## src/verilog/oag_map.svh

```systemverilog
/*
 * Constants of the operand address generator: prefix byte values,
 * page-zero high byte, address bounds and reset values.
 * Assumes it is included by bare name from the address generator, adder and decoder modules.
 */
`ifndef OAG_MAP_SVH
`define OAG_MAP_SVH

`define OAG_PFX_Y      8'h90
`define OAG_PFX_IND    8'h92
`define OAG_PFX_YIND   8'h91
`define OAG_ZPAGE      8'h00
`define OAG_IDX_S_TOP  16'h01fe
`define OAG_ADDR_RST   16'h0000
`define OAG_BYTE_RST   8'h00
`define OAG_LEN_RST    3'h0

`endif

```

## src/verilog/oag_pkg.sv

```systemverilog
/*
 * Types of the operand address generator: addressing modes, sequencer
 * states and the decode and result carriers.
 * Assumes nothing beyond a SystemVerilog compiler.
 */
package oag_pkg;

    typedef enum logic [4:0] {
        M_INH   = 5'b00000,
        M_IMM   = 5'b00001,
        M_DIR_S = 5'b00010,
        M_DIR_L = 5'b00011,
        M_IDX0  = 5'b00100,
        M_IDX_S = 5'b00101,
        M_IDX_L = 5'b00110,
        M_IND_S = 5'b00111,
        M_IND_L = 5'b01000,
        M_IIX_S = 5'b01001,
        M_IIX_L = 5'b01010,
        M_REL   = 5'b01011,
        M_REL_I = 5'b01100,
        M_BIT   = 5'b01101,
        M_BIT_I = 5'b01110,
        M_BTJ   = 5'b01111,
        M_BTJ_I = 5'b10000
    } oag_mode_e;

    typedef enum logic [1:0] {
        ST_IDLE = 2'b00,
        ST_RD   = 2'b01,
        ST_CAP  = 2'b10,
        ST_CALC = 2'b11
    } oag_state_e;

    typedef struct packed {
        oag_mode_e   mode;
        logic        use_y;
        logic        ill;
        logic [1:0]  nopr;
        logic [1:0]  nptr;
        logic [2:0]  len;
    } oag_dec_s;

    typedef struct packed {
        logic [15:0] ea;
        logic [15:0] tgt;
        logic [7:0]  opnd;
        logic [2:0]  len;
        oag_mode_e   mode;
        logic        err;
    } oag_res_s;

endpackage
```

## src/verilog/oag_addr_gen.sv

```systemverilog
/*
 * Operand address generator: sequences operand and pointer byte reads
 * for one instruction and returns the effective address, immediate
 * operand, relative target and length.
 * Assumes memory returns read data in the cycle after mem_rd_out.
 */
`timescale 1ns/1ps
`include "oag_map.svh"

// Notes on behaviour
// - Inherent: one byte, no operand fetch
// - Immediate: second byte is the operand
// - Short direct: one byte, page zero
// - Long direct: two address bytes, full space
// - Memory-modify instructions allow short forms only
// - No-offset indexed: address is the index
// - No-offset indexed with Y adds a byte
// - Short indexed: offset plus index, to 1FE
// - Long indexed: word offset plus index
// - Short indirect: byte pointer from page zero
// - Long indirect: word pointer from page zero
// - Indirect indexed: pointer plus index
// - Short pointer to 1FE, long full space
// - Other classes accept long and short
// - Relative target adds sign-extended offset
// - Relative base is the next instruction
// - Relative offset direct or from page zero
// - Prefix 90 selects Y index
// - Prefix 92 selects indirect forms
// - Prefix 91 selects Y indirect indexed
module oag_addr_gen (
    input  wire logic               sys_clk_in,
    input  wire logic               rst_in,
    input  wire logic               start_in,
    input  wire logic [15:0]        pc_in,
    input  wire logic               pfx_valid_in,
    input  wire logic [7:0]         prefix_in,
    input  wire oag_pkg::oag_mode_e mode_in,
    input  wire logic               short_only_in,
    input  wire logic [7:0]         idx_x_in,
    input  wire logic [7:0]         idx_y_in,
    input  wire logic [7:0]         mem_rdata_in,
    output logic                    mem_rd_out,
    output logic [15:0]             mem_addr_out,
    output logic                    busy_out,
    output logic                    done_out,
    output oag_pkg::oag_res_s       res_out
);

    oag_pkg::oag_state_e state_reg;
    oag_pkg::oag_dec_s   dec_now;
    oag_pkg::oag_dec_s   dec_reg;
    logic [15:0]         pc_reg;
    logic [7:0]          idx_reg;
    logic [7:0]          opr_reg [2];
    logic [7:0]          ptr_reg [2];
    logic [1:0]          cnt_reg;
    logic                ptr_phase_reg;
    logic [15:0]         pc_next;
    logic [15:0]         ea_calc;
    logic [15:0]         tgt_calc;
    logic                accept;
    logic                opr_last;
    logic                to_ptr;
    logic                more;
    logic [7:0]          ptr_loc;
    logic [2:0]          rd_cnt_reg;

    oag_mode_decode u_dec (
        .pfx_valid_in  (pfx_valid_in),
        .prefix_in     (prefix_in),
        .mode_in       (mode_in),
        .short_only_in (short_only_in),
        .dec_out       (dec_now)
    );

    oag_ea_calc u_calc (
        .mode_in    (dec_reg.mode),
        .opr0_in    (opr_reg[0]),
        .opr1_in    (opr_reg[1]),
        .ptr0_in    (ptr_reg[0]),
        .ptr1_in    (ptr_reg[1]),
        .idx_in     (idx_reg),
        .pc_next_in (pc_next),
        .ea_out     (ea_calc),
        .tgt_out    (tgt_calc)
    );

    // Requests that arrive while busy are ignored, not queued
    assign accept   = (state_reg == oag_pkg::ST_IDLE) && start_in;
    assign pc_next  = pc_reg + 16'h0001 + {14'h0000, dec_reg.nopr};
    assign opr_last = (cnt_reg == dec_reg.nopr - 2'h1);
    assign to_ptr   = !ptr_phase_reg && opr_last && (dec_reg.nptr != 2'h0);
    assign more     = ptr_phase_reg ? (cnt_reg != dec_reg.nptr - 2'h1)
                                    : (!opr_last || (dec_reg.nptr != 2'h0));
    // Pointer location is always the first operand byte
    assign ptr_loc  = (cnt_reg == 2'h0) ? mem_rdata_in : opr_reg[0];

    // no fetch when no operand bytes
    always_ff @(posedge sys_clk_in) begin
        if (rst_in) begin
            state_reg <= oag_pkg::ST_IDLE;
        end else begin
            unique case (state_reg)
                oag_pkg::ST_IDLE: begin
                    if (accept) begin
                        state_reg <= (dec_now.nopr != 2'h0) ? oag_pkg::ST_RD
                                                            : oag_pkg::ST_CALC;
                    end
                end
                oag_pkg::ST_RD:   state_reg <= oag_pkg::ST_CAP;
                oag_pkg::ST_CAP:  state_reg <= more ? oag_pkg::ST_RD : oag_pkg::ST_CALC;
                oag_pkg::ST_CALC: state_reg <= oag_pkg::ST_IDLE;
            endcase
        end
    end

    always_ff @(posedge sys_clk_in) begin
        if (rst_in) begin
            pc_reg  <= `OAG_ADDR_RST;
            idx_reg <= `OAG_BYTE_RST;
            dec_reg <= '0;
        end else if (accept) begin
            pc_reg  <= pc_in;
            dec_reg <= dec_now;
            idx_reg <= dec_now.use_y ? idx_y_in : idx_x_in;
        end
    end

    always_ff @(posedge sys_clk_in) begin
        if (rst_in) begin
            cnt_reg       <= 2'h0;
            ptr_phase_reg <= 1'b0;
        end else if (accept) begin
            cnt_reg       <= 2'h0;
            ptr_phase_reg <= 1'b0;
        end else if ((state_reg == oag_pkg::ST_CAP) && more) begin
            cnt_reg       <= to_ptr ? 2'h0 : cnt_reg + 2'h1;
            ptr_phase_reg <= ptr_phase_reg | to_ptr;
        end
    end

    for (genvar g = 0; g < 2; g++) begin : g_byte
        always_ff @(posedge sys_clk_in) begin
            if (rst_in || accept) begin
                opr_reg[g] <= `OAG_BYTE_RST;
                ptr_reg[g] <= `OAG_BYTE_RST;
            end else if ((state_reg == oag_pkg::ST_CAP) && (cnt_reg == 2'(g))) begin
                if (ptr_phase_reg) begin
                    ptr_reg[g] <= mem_rdata_in;
                end else begin
                    opr_reg[g] <= mem_rdata_in;
                end
            end
        end
    end

    always_ff @(posedge sys_clk_in) begin
        if (rst_in) begin
            mem_rd_out   <= 1'b0;
            mem_addr_out <= `OAG_ADDR_RST;
        end else begin
            mem_rd_out <= 1'b0;
            if (accept && (dec_now.nopr != 2'h0)) begin
                mem_rd_out   <= 1'b1;
                mem_addr_out <= pc_in + 16'h0001;
            end else if ((state_reg == oag_pkg::ST_CAP) && more) begin
                mem_rd_out <= 1'b1;
                if (to_ptr) begin
                    mem_addr_out <= {`OAG_ZPAGE, ptr_loc};
                end else if (ptr_phase_reg) begin
                    // Second pointer byte wraps inside page zero
                    mem_addr_out <= {`OAG_ZPAGE, opr_reg[0] + 8'h01};
                end else begin
                    mem_addr_out <= pc_reg + 16'h0002 + {14'h0000, cnt_reg};
                end
            end
        end
    end

    always_ff @(posedge sys_clk_in) begin
        if (rst_in) begin
            busy_out <= 1'b0;
        end else if (accept) begin
            busy_out <= 1'b1;
        end else if (state_reg == oag_pkg::ST_CALC) begin
            busy_out <= 1'b0;
        end
    end

    always_ff @(posedge sys_clk_in) begin
        if (rst_in) begin
            done_out <= 1'b0;
            res_out  <= '0;
        end else begin
            done_out <= (state_reg == oag_pkg::ST_CALC);
            if (state_reg == oag_pkg::ST_CALC) begin
                res_out.ea   <= ea_calc;
                res_out.tgt  <= tgt_calc;
                res_out.opnd <= (dec_reg.mode == oag_pkg::M_IMM) ? opr_reg[0]
                                                                 : `OAG_BYTE_RST;
                res_out.len  <= dec_reg.len;
                res_out.mode <= dec_reg.mode;
                res_out.err  <= dec_reg.ill;
            end
        end
    end

    // Read count per instruction, used by the checks below
    always_ff @(posedge sys_clk_in) begin
        if (rst_in || accept) begin
            rd_cnt_reg <= 3'h0;
        end else if (mem_rd_out) begin
            rd_cnt_reg <= rd_cnt_reg + 3'h1;
        end
    end
endmodule // oag_addr_gen

```

## src/verilog/oag_ea_calc.sv

```systemverilog
/*
 * Combinational effective address and relative target adder.
 * Assumes operand and pointer bytes are held stable by the sequencer.
 */
`timescale 1ns/1ps
`include "oag_map.svh"

module oag_ea_calc (
    input  wire oag_pkg::oag_mode_e mode_in,
    input  wire logic [7:0]        opr0_in,
    input  wire logic [7:0]        opr1_in,
    input  wire logic [7:0]        ptr0_in,
    input  wire logic [7:0]        ptr1_in,
    input  wire logic [7:0]        idx_in,
    input  wire logic [15:0]       pc_next_in,
    output logic      [15:0]       ea_out,
    output logic      [15:0]       tgt_out
);

    logic [15:0] base;
    logic        add_idx;
    logic [7:0]  offs;

    always_comb begin
        base    = `OAG_ADDR_RST;
        add_idx = 1'b0;
        offs    = `OAG_BYTE_RST;
        // first byte is the high byte
        unique case (mode_in)
            oag_pkg::M_DIR_S, oag_pkg::M_BIT: base = {`OAG_ZPAGE, opr0_in};
            oag_pkg::M_BTJ: begin
                base = {`OAG_ZPAGE, opr0_in};
                offs = opr1_in;
            end
            oag_pkg::M_DIR_L: base = {opr0_in, opr1_in};
            oag_pkg::M_IDX0:  add_idx = 1'b1;
            oag_pkg::M_IDX_S: begin
                base    = {`OAG_ZPAGE, opr0_in};
                add_idx = 1'b1;
            end
            oag_pkg::M_IDX_L: begin
                base    = {opr0_in, opr1_in};
                add_idx = 1'b1;
            end
            oag_pkg::M_IND_S, oag_pkg::M_BIT_I: base = {`OAG_ZPAGE, ptr0_in};
            oag_pkg::M_BTJ_I: begin
                base = {`OAG_ZPAGE, ptr0_in};
                offs = opr1_in;
            end
            oag_pkg::M_IND_L: base = {ptr0_in, ptr1_in};
            oag_pkg::M_IIX_S: begin
                base    = {`OAG_ZPAGE, ptr0_in};
                add_idx = 1'b1;
            end
            oag_pkg::M_IIX_L: begin
                base    = {ptr0_in, ptr1_in};
                add_idx = 1'b1;
            end
            oag_pkg::M_REL:   offs = opr0_in;
            oag_pkg::M_REL_I: offs = ptr0_in;
            default:          base = `OAG_ADDR_RST;
        endcase
        // unsigned sum, wraps at 16 bits
        ea_out  = base + (add_idx ? {`OAG_ZPAGE, idx_in} : `OAG_ADDR_RST);
        tgt_out = pc_next_in + {{8{offs[7]}}, offs};
    end

endmodule // oag_ea_calc

```

## src/verilog/oag_mode_decode.sv

```systemverilog
/*
 * Combinational mode resolver: applies a prefix byte to the base mode,
 * flags illegal pairs and gives operand and pointer byte counts.
 * Assumes the core supplies the X-form base mode of the opcode.
 */
`timescale 1ns/1ps
`include "oag_map.svh"

module oag_mode_decode (
    input  wire logic              pfx_valid_in,
    input  wire logic [7:0]        prefix_in,
    input  wire oag_pkg::oag_mode_e mode_in,
    input  wire logic              short_only_in,
    output oag_pkg::oag_dec_s      dec_out
);

    always_comb begin
        dec_out      = '0;
        dec_out.mode = mode_in;
        // Indirect forms only exist through a prefix
        dec_out.ill  = mode_in inside {oag_pkg::M_IND_S, oag_pkg::M_IND_L,
                                       oag_pkg::M_IIX_S, oag_pkg::M_IIX_L,
                                       oag_pkg::M_REL_I, oag_pkg::M_BIT_I,
                                       oag_pkg::M_BTJ_I};
        if (pfx_valid_in) begin
            unique case (prefix_in)
                `OAG_PFX_Y: begin
                    dec_out.use_y = 1'b1;
                    if (!(mode_in inside {oag_pkg::M_INH, oag_pkg::M_IMM,
                                          oag_pkg::M_DIR_S, oag_pkg::M_DIR_L,
                                          oag_pkg::M_IDX0, oag_pkg::M_IDX_S,
                                          oag_pkg::M_IDX_L})) begin
                        dec_out.ill = 1'b1;
                    end
                end
                `OAG_PFX_IND: begin
                    unique case (mode_in)
                        oag_pkg::M_DIR_S: dec_out.mode = oag_pkg::M_IND_S;
                        oag_pkg::M_DIR_L: dec_out.mode = oag_pkg::M_IND_L;
                        oag_pkg::M_IDX_S: dec_out.mode = oag_pkg::M_IIX_S;
                        oag_pkg::M_IDX_L: dec_out.mode = oag_pkg::M_IIX_L;
                        oag_pkg::M_REL:   dec_out.mode = oag_pkg::M_REL_I;
                        oag_pkg::M_BIT:   dec_out.mode = oag_pkg::M_BIT_I;
                        oag_pkg::M_BTJ:   dec_out.mode = oag_pkg::M_BTJ_I;
                        default:          dec_out.ill  = 1'b1;
                    endcase
                end
                `OAG_PFX_YIND: begin
                    dec_out.use_y = 1'b1;
                    unique case (mode_in)
                        oag_pkg::M_IDX_S: dec_out.mode = oag_pkg::M_IIX_S;
                        oag_pkg::M_IDX_L: dec_out.mode = oag_pkg::M_IIX_L;
                        default:          dec_out.ill  = 1'b1;
                    endcase
                end
                default: dec_out.ill = 1'b1;
            endcase
        end
        if (short_only_in && dec_out.mode inside {oag_pkg::M_DIR_L, oag_pkg::M_IDX_L,
                                                  oag_pkg::M_IND_L, oag_pkg::M_IIX_L}) begin
            dec_out.ill = 1'b1;
        end
        unique case (dec_out.mode)
            oag_pkg::M_INH, oag_pkg::M_IDX0:  dec_out.nopr = 2'h0;
            oag_pkg::M_DIR_L, oag_pkg::M_IDX_L,
            oag_pkg::M_BTJ, oag_pkg::M_BTJ_I: dec_out.nopr = 2'h2;
            default:                          dec_out.nopr = 2'h1;
        endcase
        unique case (dec_out.mode)
            oag_pkg::M_IND_L, oag_pkg::M_IIX_L: dec_out.nptr = 2'h2;
            oag_pkg::M_IND_S, oag_pkg::M_IIX_S, oag_pkg::M_REL_I,
            oag_pkg::M_BIT_I, oag_pkg::M_BTJ_I: dec_out.nptr = 2'h1;
            default:                            dec_out.nptr = 2'h0;
        endcase
        if (dec_out.ill) begin
            dec_out.nopr = 2'h0;
            dec_out.nptr = 2'h0;
        end
        dec_out.len = {2'h0, pfx_valid_in} + 3'h1 + {1'b0, dec_out.nopr};
    end

endmodule // oag_mode_decode

```

## config.mk

```make
export PLATFORM = sky130hd
export DESIGN_NAME = oag_addr_gen
export DESIGN_NICKNAME = d
export VERILOG_FILES = /design/src/verilog/oag_pkg.sv /design/src/verilog/oag_addr_gen.sv /design/src/verilog/oag_ea_calc.sv /design/src/verilog/oag_mode_decode.sv
export VERILOG_INCLUDE_DIRS = /design/src /design/src/verilog
export SDC_FILE = /design/constraint.sdc
export NUM_CORES = 1
export LEC_CHECK = 0
export BUFFER_PORTS_ARGS = -buffer_cell sky130_fd_sc_hd__buf_2
export CAP_MARGIN = 20
export CORE_MARGIN = 10
export CORE_UTILIZATION = 47
export CTS_CLUSTER_SIZE = 30
export DETAILED_ROUTE_END_ITERATION = 10
export HOLD_SLACK_MARGIN = 0.03
export PLACE_DENSITY = 0.77
export REMOVE_ABC_BUFFERS = 1
export SYNTH_ARGS = -nofsm -noshare
export SYNTH_HDL_FRONTEND = slang
export SYNTH_HIERARCHICAL = 1
export SYNTH_SLANG_ARGS = --single-unit
```

## constraint.sdc

```tcl
create_clock -name sys_clk_in -period 11 [get_ports sys_clk_in]
set_clock_uncertainty 0.05 [all_clocks]
set_input_delay 2.2 -clock sys_clk_in [delete_from_list [all_inputs] [get_ports sys_clk_in]]
set_output_delay 2.2 -clock sys_clk_in [all_outputs]
set_load 0.03 [all_outputs]
```

==> impl_metrics.toml, run 1 <==
[finish]
drive_gt1_frac = 0.173
stdcell_count = 1476
nets = 1296
area_delta_synth_final_pct = 14.2
layout_commonest_cell = "nand2_1"
most-common-layout-cells = "nand2_1 (184), buf_2 (124), dfxtp_1 (110)"
largest_reg_flops = 49
top_register = "res_out"
utilization = 0.542
fillCellCount = 1848
n_antenna_cell = 0

[yosys]
async_flop_share = 0
yosysTopAreaCellShare = 0.239
synthCells = 1105
yosysSeqAreaShare = 0.343
synth_cell_types = 92
synthTopCellsByArea = "dfxtp_1 (24%), edfxtp_1 (10%), nand2_1 (7.5%)"
yosysTopAreaCell = "dfxtp_1"
syn_area_mm2 = 0.00922
ys_ff_latch = 142
avgSynthCellArea_um2 = 8.34
yosys_warnings = 6
synth_edf_count = 32
synthFlopType = "dfxtp_1"

[route]
routed_wl_um = 25000
vias_per_cell = 5.67
vias = 8374
wl_per_cell_um = 16.9
drt_iter0_drc = 913
drc = 0
ant_nets = 0
firstDrtPassIters = 8

[power_and_ir_drop]
irDropWorstVdd_mv = 0.130
power_density_mw_per_mm2 = 137
p_leak_nw = 4.34

[sta]
min_period_ns = 5.88
worst_pin_slew_ns = 0.935
hold_viol = 0
fin_tns_setup_ns = 0
fin_crit_sh = 0.534
rsz0062_at_grt = "no"
relSlewSlack = 0.375
setup_viol = 0
whs_ns = 0.400
slew_viol_final = 0
fmax_ghz = 0.170

[clock_network]
ctsHoldBuffers = 0
ctsResizeCount = 0
cts_setup_buffers = 0
clk_latency_ns = 0.44
cts_tree = "done"
cts_buffer_depth = 2
h-tree-depth = 4
numClockSinks = 142
root_buffer = "clkbuf_16"
clk_pin_slew_worst_paths_ns = 0.06
cts_made_buffers = 17

[flow_run]
maxCapViolCount = 0

[worst_setup_path]
end_kind = "register"
slowest_delay_ns = 0.71
path_buf_inv = 1
cp-start-kind = "primary input"
crit_chain = "buf_2 -> or4b_4 -> or4_1 -> o221ai_2 -> xor2_1 -> a22oi_2 -> o21ai_2 -> o21ba_2 -> nor2_1 -> nor2_8 -> or4_4 -> o2111ai_2 -> a21oi_2"
cp_slowest_cell = "or4_1"
worstPathRequired_ns = 11.26
path_delay_family = "simple AND/OR/NAND/NOR gates"
crit_type = "in2reg"
worstPathArrival_ns = 6.14
crit_fanout = 19

[floorplan]
die_w_um = 160
ios = 126
start_util = 0.475
coreArea_mm2 = 0.0194
die_h_um = 160
fp.dieArea_mm2 = 0.0256
rows = 51

[global_route]
met1_usage = 0.245
grt_overflow = 0
gr-usage-met2 = 0.307
antenna_found_initial = 0
grt_use_total = 0.189
grt_max_degree = 66
grt_first_pass_wirelength_um = 40400
busiest_layer = "met2"
grt_pass1_vias = 7848
grt.met3_usage = 0.0393

[placed_design]
dp_hpwl_um = 18400
dp_cells = 1443
gp_congestion = 0.911
io_buffers = 125

[outcome]
outcome = "finished, final reports clean"

[worst_hold_path]
hold_class = "reg2reg"
[cell usage after synthesis (all sizes together) (17+ instances only)]
cell / number
edfxtp: 32
o21ai: 43
a211oi: 18
nand3: 28
ha: 35
clkbuf: 44
a222oi: 17
inv: 56
xnor2: 36
nor2: 67
mux2i: 21
nand2: 187
xor2: 33
nor3: 22
buf: 18
and2: 41
dfxtp: 110
a21oi: 106
[kinds of logic after synthesis]
kind of cell	after synthesis	share of synthesized area
and+or+nand+nor	424	0.230
AOI/OAI and AO/OA	289	0.215
DFF	142	0.343
buffers and inverters	118	0.0601
xor gates and xnor gates	69	0.0664
adders and majority gates	40	0.0584
muxes	23	0.0270
[worst paths after layout]
| kind | start | cells past startpoint | endpoint | slack (ns) |
|---|---|---|---|---|
| max | prefix_in[3] | 13 | mem_addr_out[3]$_SDFFE_PP0P_ | 5.12 |
| min | res_out[38]$_SDFFE_PP0P_ | 2 | res_out[38]$_SDFFE_PP0P_ | 0.40 |
| min reg2reg | res_out[38]$_SDFFE_PP0P_ | 2 | res_out[38]$_SDFFE_PP0P_ | 0.40 |
| max reg2reg | dec_reg[9]$_SDFFE_PP0P_ | 15 | res_out[31]$_SDFFE_PP0P_ | 6.95 |
[metrics by stage]
| stage | total power, W | setup WS (ns) | instance area [um^2] |
|---|---|---|---|
| 2_1_floorplan | 0.000774 | 3.96 | 8870 |
| 3_3_place_gp | 0.000857 | 4.78 | 9900 |
| 3_5_place_dp | 0.000864 | 4.66 | 9920 |
| 4_1_cts | 0.00145 | 5.12 | 10500 |
| 5_1_grt | 0.00150 | 4.91 | 10500 |
| 6_report | 0.00144 | 5.12 | 10500 |
[power by group]
part,total [W],switching (W),internal (W),leakage (nW)
Clock,0.000586,0.000229,0.000356,0.290
Combinational,0.000249,0.000158,0.0000910,2.81
Sequential,0.000609,0.0000430,0.000566,1.24
[cell type report]
cell class	count	area, um^2	share of cell area
repair buffers	136	711	0.0676
multi-input cells	845	5510	0.524
clock inverters	14	168	0.0159
inverters	56	210	0.0200
well taps	265	332	0.0315
flip-flops and latches	142	3160	0.301
clock buffers	18	429	0.0408
[worst min-delay path: stages (launching register included)]
cell	delay [ns]
dfxtp_1	0.30
nand2_1	0.05
a21oi_1	0.05
[layer usage]
| metal | vias to the layer above | wire length [um] |
|---|---|---|
| li1 | 4132 | - |
| met1 | 3883 | 11100 |
| met2 | 315 | 11700 |
| met3 | 44 | 1610 |
| met4 | 0 | 526 |
| met5 | - | 0 |
Power figures use the tool's default switching activity.
==> run 2: changes to the inputs <==
==> constraint.sdc (replaced) <==
create_clock -name sys_clk_in -period 5.6 [get_ports sys_clk_in]
set_clock_uncertainty 0.05 [all_clocks]
set_input_delay 1.12 -clock sys_clk_in [delete_from_list [all_inputs] [get_ports sys_clk_in]]
set_output_delay 1.12 -clock sys_clk_in [all_outputs]
set_load 0.03 [all_outputs]
==> run 2 against run 1 <==
Compared with the run above:
- utilization about the same
- routed wire length decreased by 0.54%
- worst setup slack got worse by 4.4 ns
- flip-flop and latch count unchanged
- critical path depth increased by 1
- clock-buffer cell count increased by 6
- sequential share of layout area about the same
- via count increased by 0.33%
- power increased by 95%
- highest routed layer unchanged
==> impl_metrics.toml, run 2 (synthesis results as in run 1) <==
[outcome]
outcome = "finished, final reports clean"

[global_route]
grt_first_pass_wirelength_um = 40900
grt_pass1_vias = 8081
grt_max_degree = 66
grt_overflow = 0
grt_use_total = 0.190
antenna_found_initial = 0

[placed_design]
io_buffers = 125
dpl-instance-area_mm2 = 0.00993
dp_hpwl_um = 18400
gp_congestion = 0.909

[power_and_ir_drop]
irDropWorstVdd_mv = 0.207
p_leak_nw = 4.35
power_density_mw_per_mm2 = 267

[worst_setup_path]
worstPathArrival_ns = 5.13
slowest_delay_ns = 0.71
crit_fanout = 12
rrSetupSlack_ns = 1.48
r2r_cells = 15
crit_chain = "buf_2 -> or4b_4 -> or4_1 -> o221ai_2 -> xor2_1 -> a22oi_2 -> o21ai_2 -> o21ba_2 -> nor2_1 -> nor2_8 -> buf_4 -> nor3_2 -> o21ai_0 -> a311oi_1"
crit_type = "in2reg"
reg2reg_to = "res_out[31]$_SDFFE_PP0P_"
cp_slowest_cell = "or4_1"
r2r-start = "dec_reg[9]$_SDFFE_PP0P_"
worstPathRequired_ns = 5.88
end_kind = "register"
cp-start-kind = "primary input"

[worst_hold_path]
holdPathStages = 2
holdPathEnd = "res_out[6]$_SDFFE_PP0P_"
worstHoldStart = "res_out[6]$_SDFFE_PP0P_"
hold_class = "reg2reg"

[finish]
nets = 1298
drive_gt1_frac = 0.176
fillCellCount = 1869
design_area_mm2 = 0.0105
most-common-layout-cells = "nand2_1 (184), buf_2 (124), dfxtp_1 (110)"
n_antenna_cell = 0
seqCellArea_mm2 = 0.00316
multi_input_area_mm2 = 0.00551
top_register = "res_out"
utilization = 0.543
largest_reg_flops = 49
area_delta_synth_final_pct = 14.2
layout_commonest_cell = "nand2_1"

[route]
drc = 0
vias_per_cell = 5.68
drt_iter0_drc = 935
firstDrtPassIters = 6
vias = 8402
wl_per_cell_um = 16.8
ant_nets = 0
routed_wl_um = 24900

[sta]
rsz0062_at_grt = "no"
worst_pin_slew_ns = 0.967
hold_viol = 0
setup_viol = 0
fin_tns_setup_ns = 0
slew_viol_final = 0
fin_crit_sh = 0.865
min_period_ns = 4.85
fmax_ghz = 0.206
relSlewSlack = 0.353

[clock_network]
numClockSinks = 142
clk_latency_ns = 0.43
cts_buffer_depth = 2
clk_pin_slew_worst_paths_ns = 0.06
cts_setup_buffers = 0
cts_tree = "done"
ctsHoldBuffers = 0
root_buffer = "clkbuf_16"
cts_made_buffers = 17
ctsResizeCount = 0
h-tree-depth = 4

[floorplan]
ios = 126
rows = 51
fp.dieArea_mm2 = 0.0256
coreArea_mm2 = 0.0194
die_h_um = 160
start_util = 0.475
die_w_um = 160

[flow_run]
maxCapViolCount = 0
-- run 2: cell types whose count changed in the layout (fill, tap and decap cells not counted), sizes merged --
cell	delta
clkbuf	+6
clkinv	-5
bufinv	-2
clkinvlp	+1
buf	+2
-- run 2: power by group --
group	leakage [nW]	internal (W)	switching (W)	total (W)
sequential	1.24	0.00111	0.0000853	0.00120
clock	0.288	0.000686	0.000441	0.00113
combinational	2.82	0.000179	0.000309	0.000489
total	4.35	0.00198	0.000835	0.00281
-- run 2: area by class of cell --
type,instances,share of cell area
Multi-Input combinational cell,845,0.523
Timing Repair Buffer,138,0.0687
Tap cell,265,0.0315
Clock buffer,24,0.0487
Clock inverter,8,0.00749
Sequential cell,142,0.300
Inverter,56,0.0200
-- run 2: worst max-delay path by stage --
stage | start | end
6_report | prefix_in[3] | mem_addr_out[12]$_SDFFE_PP0P_
3_5_place_dp | prefix_in[3] | mem_addr_out[12]$_SDFFE_PP0P_
3_3_place_gp | prefix_in[3] | mem_addr_out[12]$_SDFFE_PP0P_
2_1_floorplan | start_in | mem_addr_out[7]$_SDFFE_PP0P_
5_1_grt | prefix_in[3] | mem_addr_out[12]$_SDFFE_PP0P_
4_1_cts | prefix_in[3] | mem_addr_out[12]$_SDFFE_PP0P_
-- run 2: per-stage QoR --
| stage | setup WS, ns | total power (W) | cells | hold slack, ns |
|---|---|---|---|---|
| 2_1_floorplan | -0.358 | 0.00152 | 1043 | 0.376 |
| 3_3_place_gp | 0.510 | 0.00169 | 1443 | 0.390 |
| 3_5_place_dp | 0.340 | 0.00170 | 1445 | 0.394 |
| 4_1_cts | 0.745 | 0.00282 | 1477 | 0.401 |
| 5_1_grt | 0.499 | 0.00293 | 1478 | 0.416 |
| 6_report | 0.754 | 0.00281 | 1478 | 0.399 |
-- run 2: layer usage --
layer  GRT usage  vias up  part of all wire
li1            -     4144                 -
met1       0.245     3916              0.45
met2       0.309      287              0.47
met3      0.0334       55             0.057
met4      0.0793        0             0.026
met5           0        -                 0
-- run 2: critical path: cells and delay by family --
| kind | cells | cell delay [ns] |
|---|---|---|
| and+or+nand+nor | 5 | 1.95 |
| AOI/OAI and AO/OA | 6 | 1.51 |
| buffers and inverters | 2 | 0.28 |
| xor gates and xnor gates | 1 | 0.26 |
==> run 3: changes to the inputs <==
--- a/config.mk
+++ b/config.mk
@@ -12,6 +12,7 @@
 export CORE_UTILIZATION = 47
 export CTS_CLUSTER_SIZE = 30
 export DETAILED_ROUTE_END_ITERATION = 10
+export GPL_TIMING_DRIVEN = 0
 export HOLD_SLACK_MARGIN = 0.03
 export PLACE_DENSITY = 0.77
 export REMOVE_ABC_BUFFERS = 1
==> run 3 against run 2 <==
Compared with the run above:
- sequential share of layout area is 0.21 points lower
- worst setup slack worse by 0.23 ns
- clock power about the same
- via count decreased by 0.48%
- critical path depth is 1 lower
- design area rose by 0.71%
- flip-flop and latch count unchanged
- sequential power barely moved
- die area stayed put
- critical path type unchanged
- critical endpoint unchanged
==> impl_metrics.toml, run 3 (synthesis results as in run 1) <==
[power_and_ir_drop]
pwr-share-clk = 0.397
power_w = 0.00282
power_density_mw_per_mm2 = 266
irDropWorstVdd_mv = 0.215
pwr-share-seq = 0.424
p_leak_nw = 4.37
swShare = 0.294
internal-power_w = 0.00199
p_sw_w = 0.000828
pwr-share-comb = 0.178

[finish]
fillCellCount = 1835
top_register = "res_out"
most-common-layout-cells = "nand2_1 (184), buf_2 (126), dfxtp_1 (110)"
largest_reg_flops = 49
multi_input_area_mm2 = 0.00552
nets = 1297
seqCellArea_mm2 = 0.00316
utilization = 0.547
design_area_mm2 = 0.0106
area_delta_synth_final_pct = 15.1
layout_commonest_cell = "nand2_1"
drive_gt1_frac = 0.175

[global_route]
grt_use_total = 0.188
grt_max_degree = 59
grt_pass1_vias = 7962
grt_overflow = 0
grt_first_pass_wirelength_um = 40300
antenna_found_initial = 1

[floorplan]
rows = 51
die_w_um = 160
die_h_um = 160
ios = 126
fp.dieArea_mm2 = 0.0256
start_util = 0.475
coreArea_mm2 = 0.0194

[route]
routed_wl_um = 24800
firstDrtPassIters = 6
drc = 0
vias_per_cell = 5.66
wl_per_cell_um = 16.8
vias = 8362
drt_iter0_drc = 883
ant_nets = 0

[clock_network]
ctsHoldBuffers = 0
cts_setup_buffers = 0
cts_buffer_depth = 2
clk_pin_slew_worst_paths_ns = 0.06
cts_made_buffers = 17
ctsResizeCount = 0
h-tree-depth = 4
cts_tree = "done"
numClockSinks = 142
clk_latency_ns = 0.43
root_buffer = "clkbuf_16"

[placed_design]
dp_hpwl_um = 18300
io_buffers = 125
dpl-instance-area_mm2 = 0.0100
gp_congestion = 0.892

[sta]
relSlewSlack = 0.343
rsz0062_at_grt = "no"
hold_viol = 0
slew_viol_final = 0
fin_crit_sh = 0.907
fmax_ghz = 0.197
min_period_ns = 5.08
whs_ns = 0.399
fin_tns_setup_ns = 0
setup_viol = 0
worst_pin_slew_ns = 0.981

[worst_setup_path]
end_kind = "register"
r2r-start = "dec_reg[9]$_SDFFE_PP0P_"
r2r_cells = 13
reg2reg_to = "res_out[30]$_SDFFE_PP0P_"
crit_type = "in2reg"
worstPathRequired_ns = 5.88
slowest_delay_ns = 0.72
cp_slowest_cell = "or4_1"
crit_chain = "buf_2 -> or4b_4 -> or4_1 -> o221ai_2 -> xor2_1 -> a22oi_2 -> o21ai_2 -> o21ba_2 -> nor2_1 -> nor2_8 -> nor3_2 -> o21ai_0 -> a311oi_1"
crit_fanout = 19
worstPathArrival_ns = 5.36
rrSetupSlack_ns = 1.61
cp-start-kind = "primary input"

[outcome]
outcome = "finished, final reports clean"

[worst_hold_path]
worstHoldStart = "res_out[34]$_SDFFE_PP0P_"
hold_class = "reg2reg"
holdPathEnd = "res_out[34]$_SDFFE_PP0P_"
holdPathStages = 2

[flow_run]
maxCapViolCount = 0
## run 3: changes by cell type in the layout (fill, tap and decap cells not counted), sizes merged
cell and change:
buf -2, clkinv +2, clkinvlp -1, bufinv +1, diode +1, clkbuf -1
## run 3: routing by layer
metal  vias to the layer above  GRT usage  share of wire
li1                       4135          -              -
met4                         0     0.0668          0.018
met1                      3901      0.243           0.45
met3                        33     0.0355          0.055
met5                         -          0              0
met2                       293      0.308           0.48
## run 3: critical path: cells and delay by family
family,cells,cell delay (ns)
AOI/OAI and AO/OA,6,1.71
buffers and inverters,1,0.09
and+or+nand+nor,5,2.16
xor gates and xnor gates,1,0.28
## run 3: layout make-up
cell class                 instances  share of cell area
antenna                            1            0.000236
clock buffer                      22              0.0447
clock inverter                    10              0.0104
tap                              265              0.0313
sequential                       142               0.298
timing repair buffer             137              0.0747
inverter                          56              0.0198
multi-input combinational        845               0.521
## run 3: worst max-delay path by stage
| stage | from | to | slack, ns | cells past startpoint |
|---|---|---|---|---|
| CTS | prefix_in[3] | mem_addr_out[12]$_SDFFE_PP0P_ | 0.61 | 13 |
| finish | prefix_in[3] | mem_addr_out[12]$_SDFFE_PP0P_ | 0.52 | 13 |
| floorplan | start_in | mem_addr_out[7]$_SDFFE_PP0P_ | -0.36 | 5 |
| global route | prefix_in[3] | mem_addr_out[12]$_SDFFE_PP0P_ | 0.38 | 13 |
| detailed placement | prefix_in[3] | mem_addr_out[3]$_SDFFE_PP0P_ | 0.20 | 13 |
| global placement | start_in | mem_addr_out[6]$_SDFFE_PP0P_ | -3.60 | 6 |
## run 3: power groups by stage
stage	clock [W]	combinational [W]	sequential, W
floorplan	0	0.000295	0.00123
global placement	0	0.000472	0.00121
detailed placement	0	0.000495	0.00121
CTS	0.00113	0.000500	0.00119
global route	0.00117	0.000557	0.00121
finish	0.00112	0.000503	0.00120
## run 3: metrics by stage
| step | setup WS [ns] | std cells |
|---|---|---|
| after detailed placement | 0.197 | 1443 |
| after global routing | 0.377 | 1478 |
| final | 0.522 | 1478 |
| after floorplan | -0.358 | 1043 |
| after CTS | 0.609 | 1475 |
| after global placement | -3.60 | 1433 |
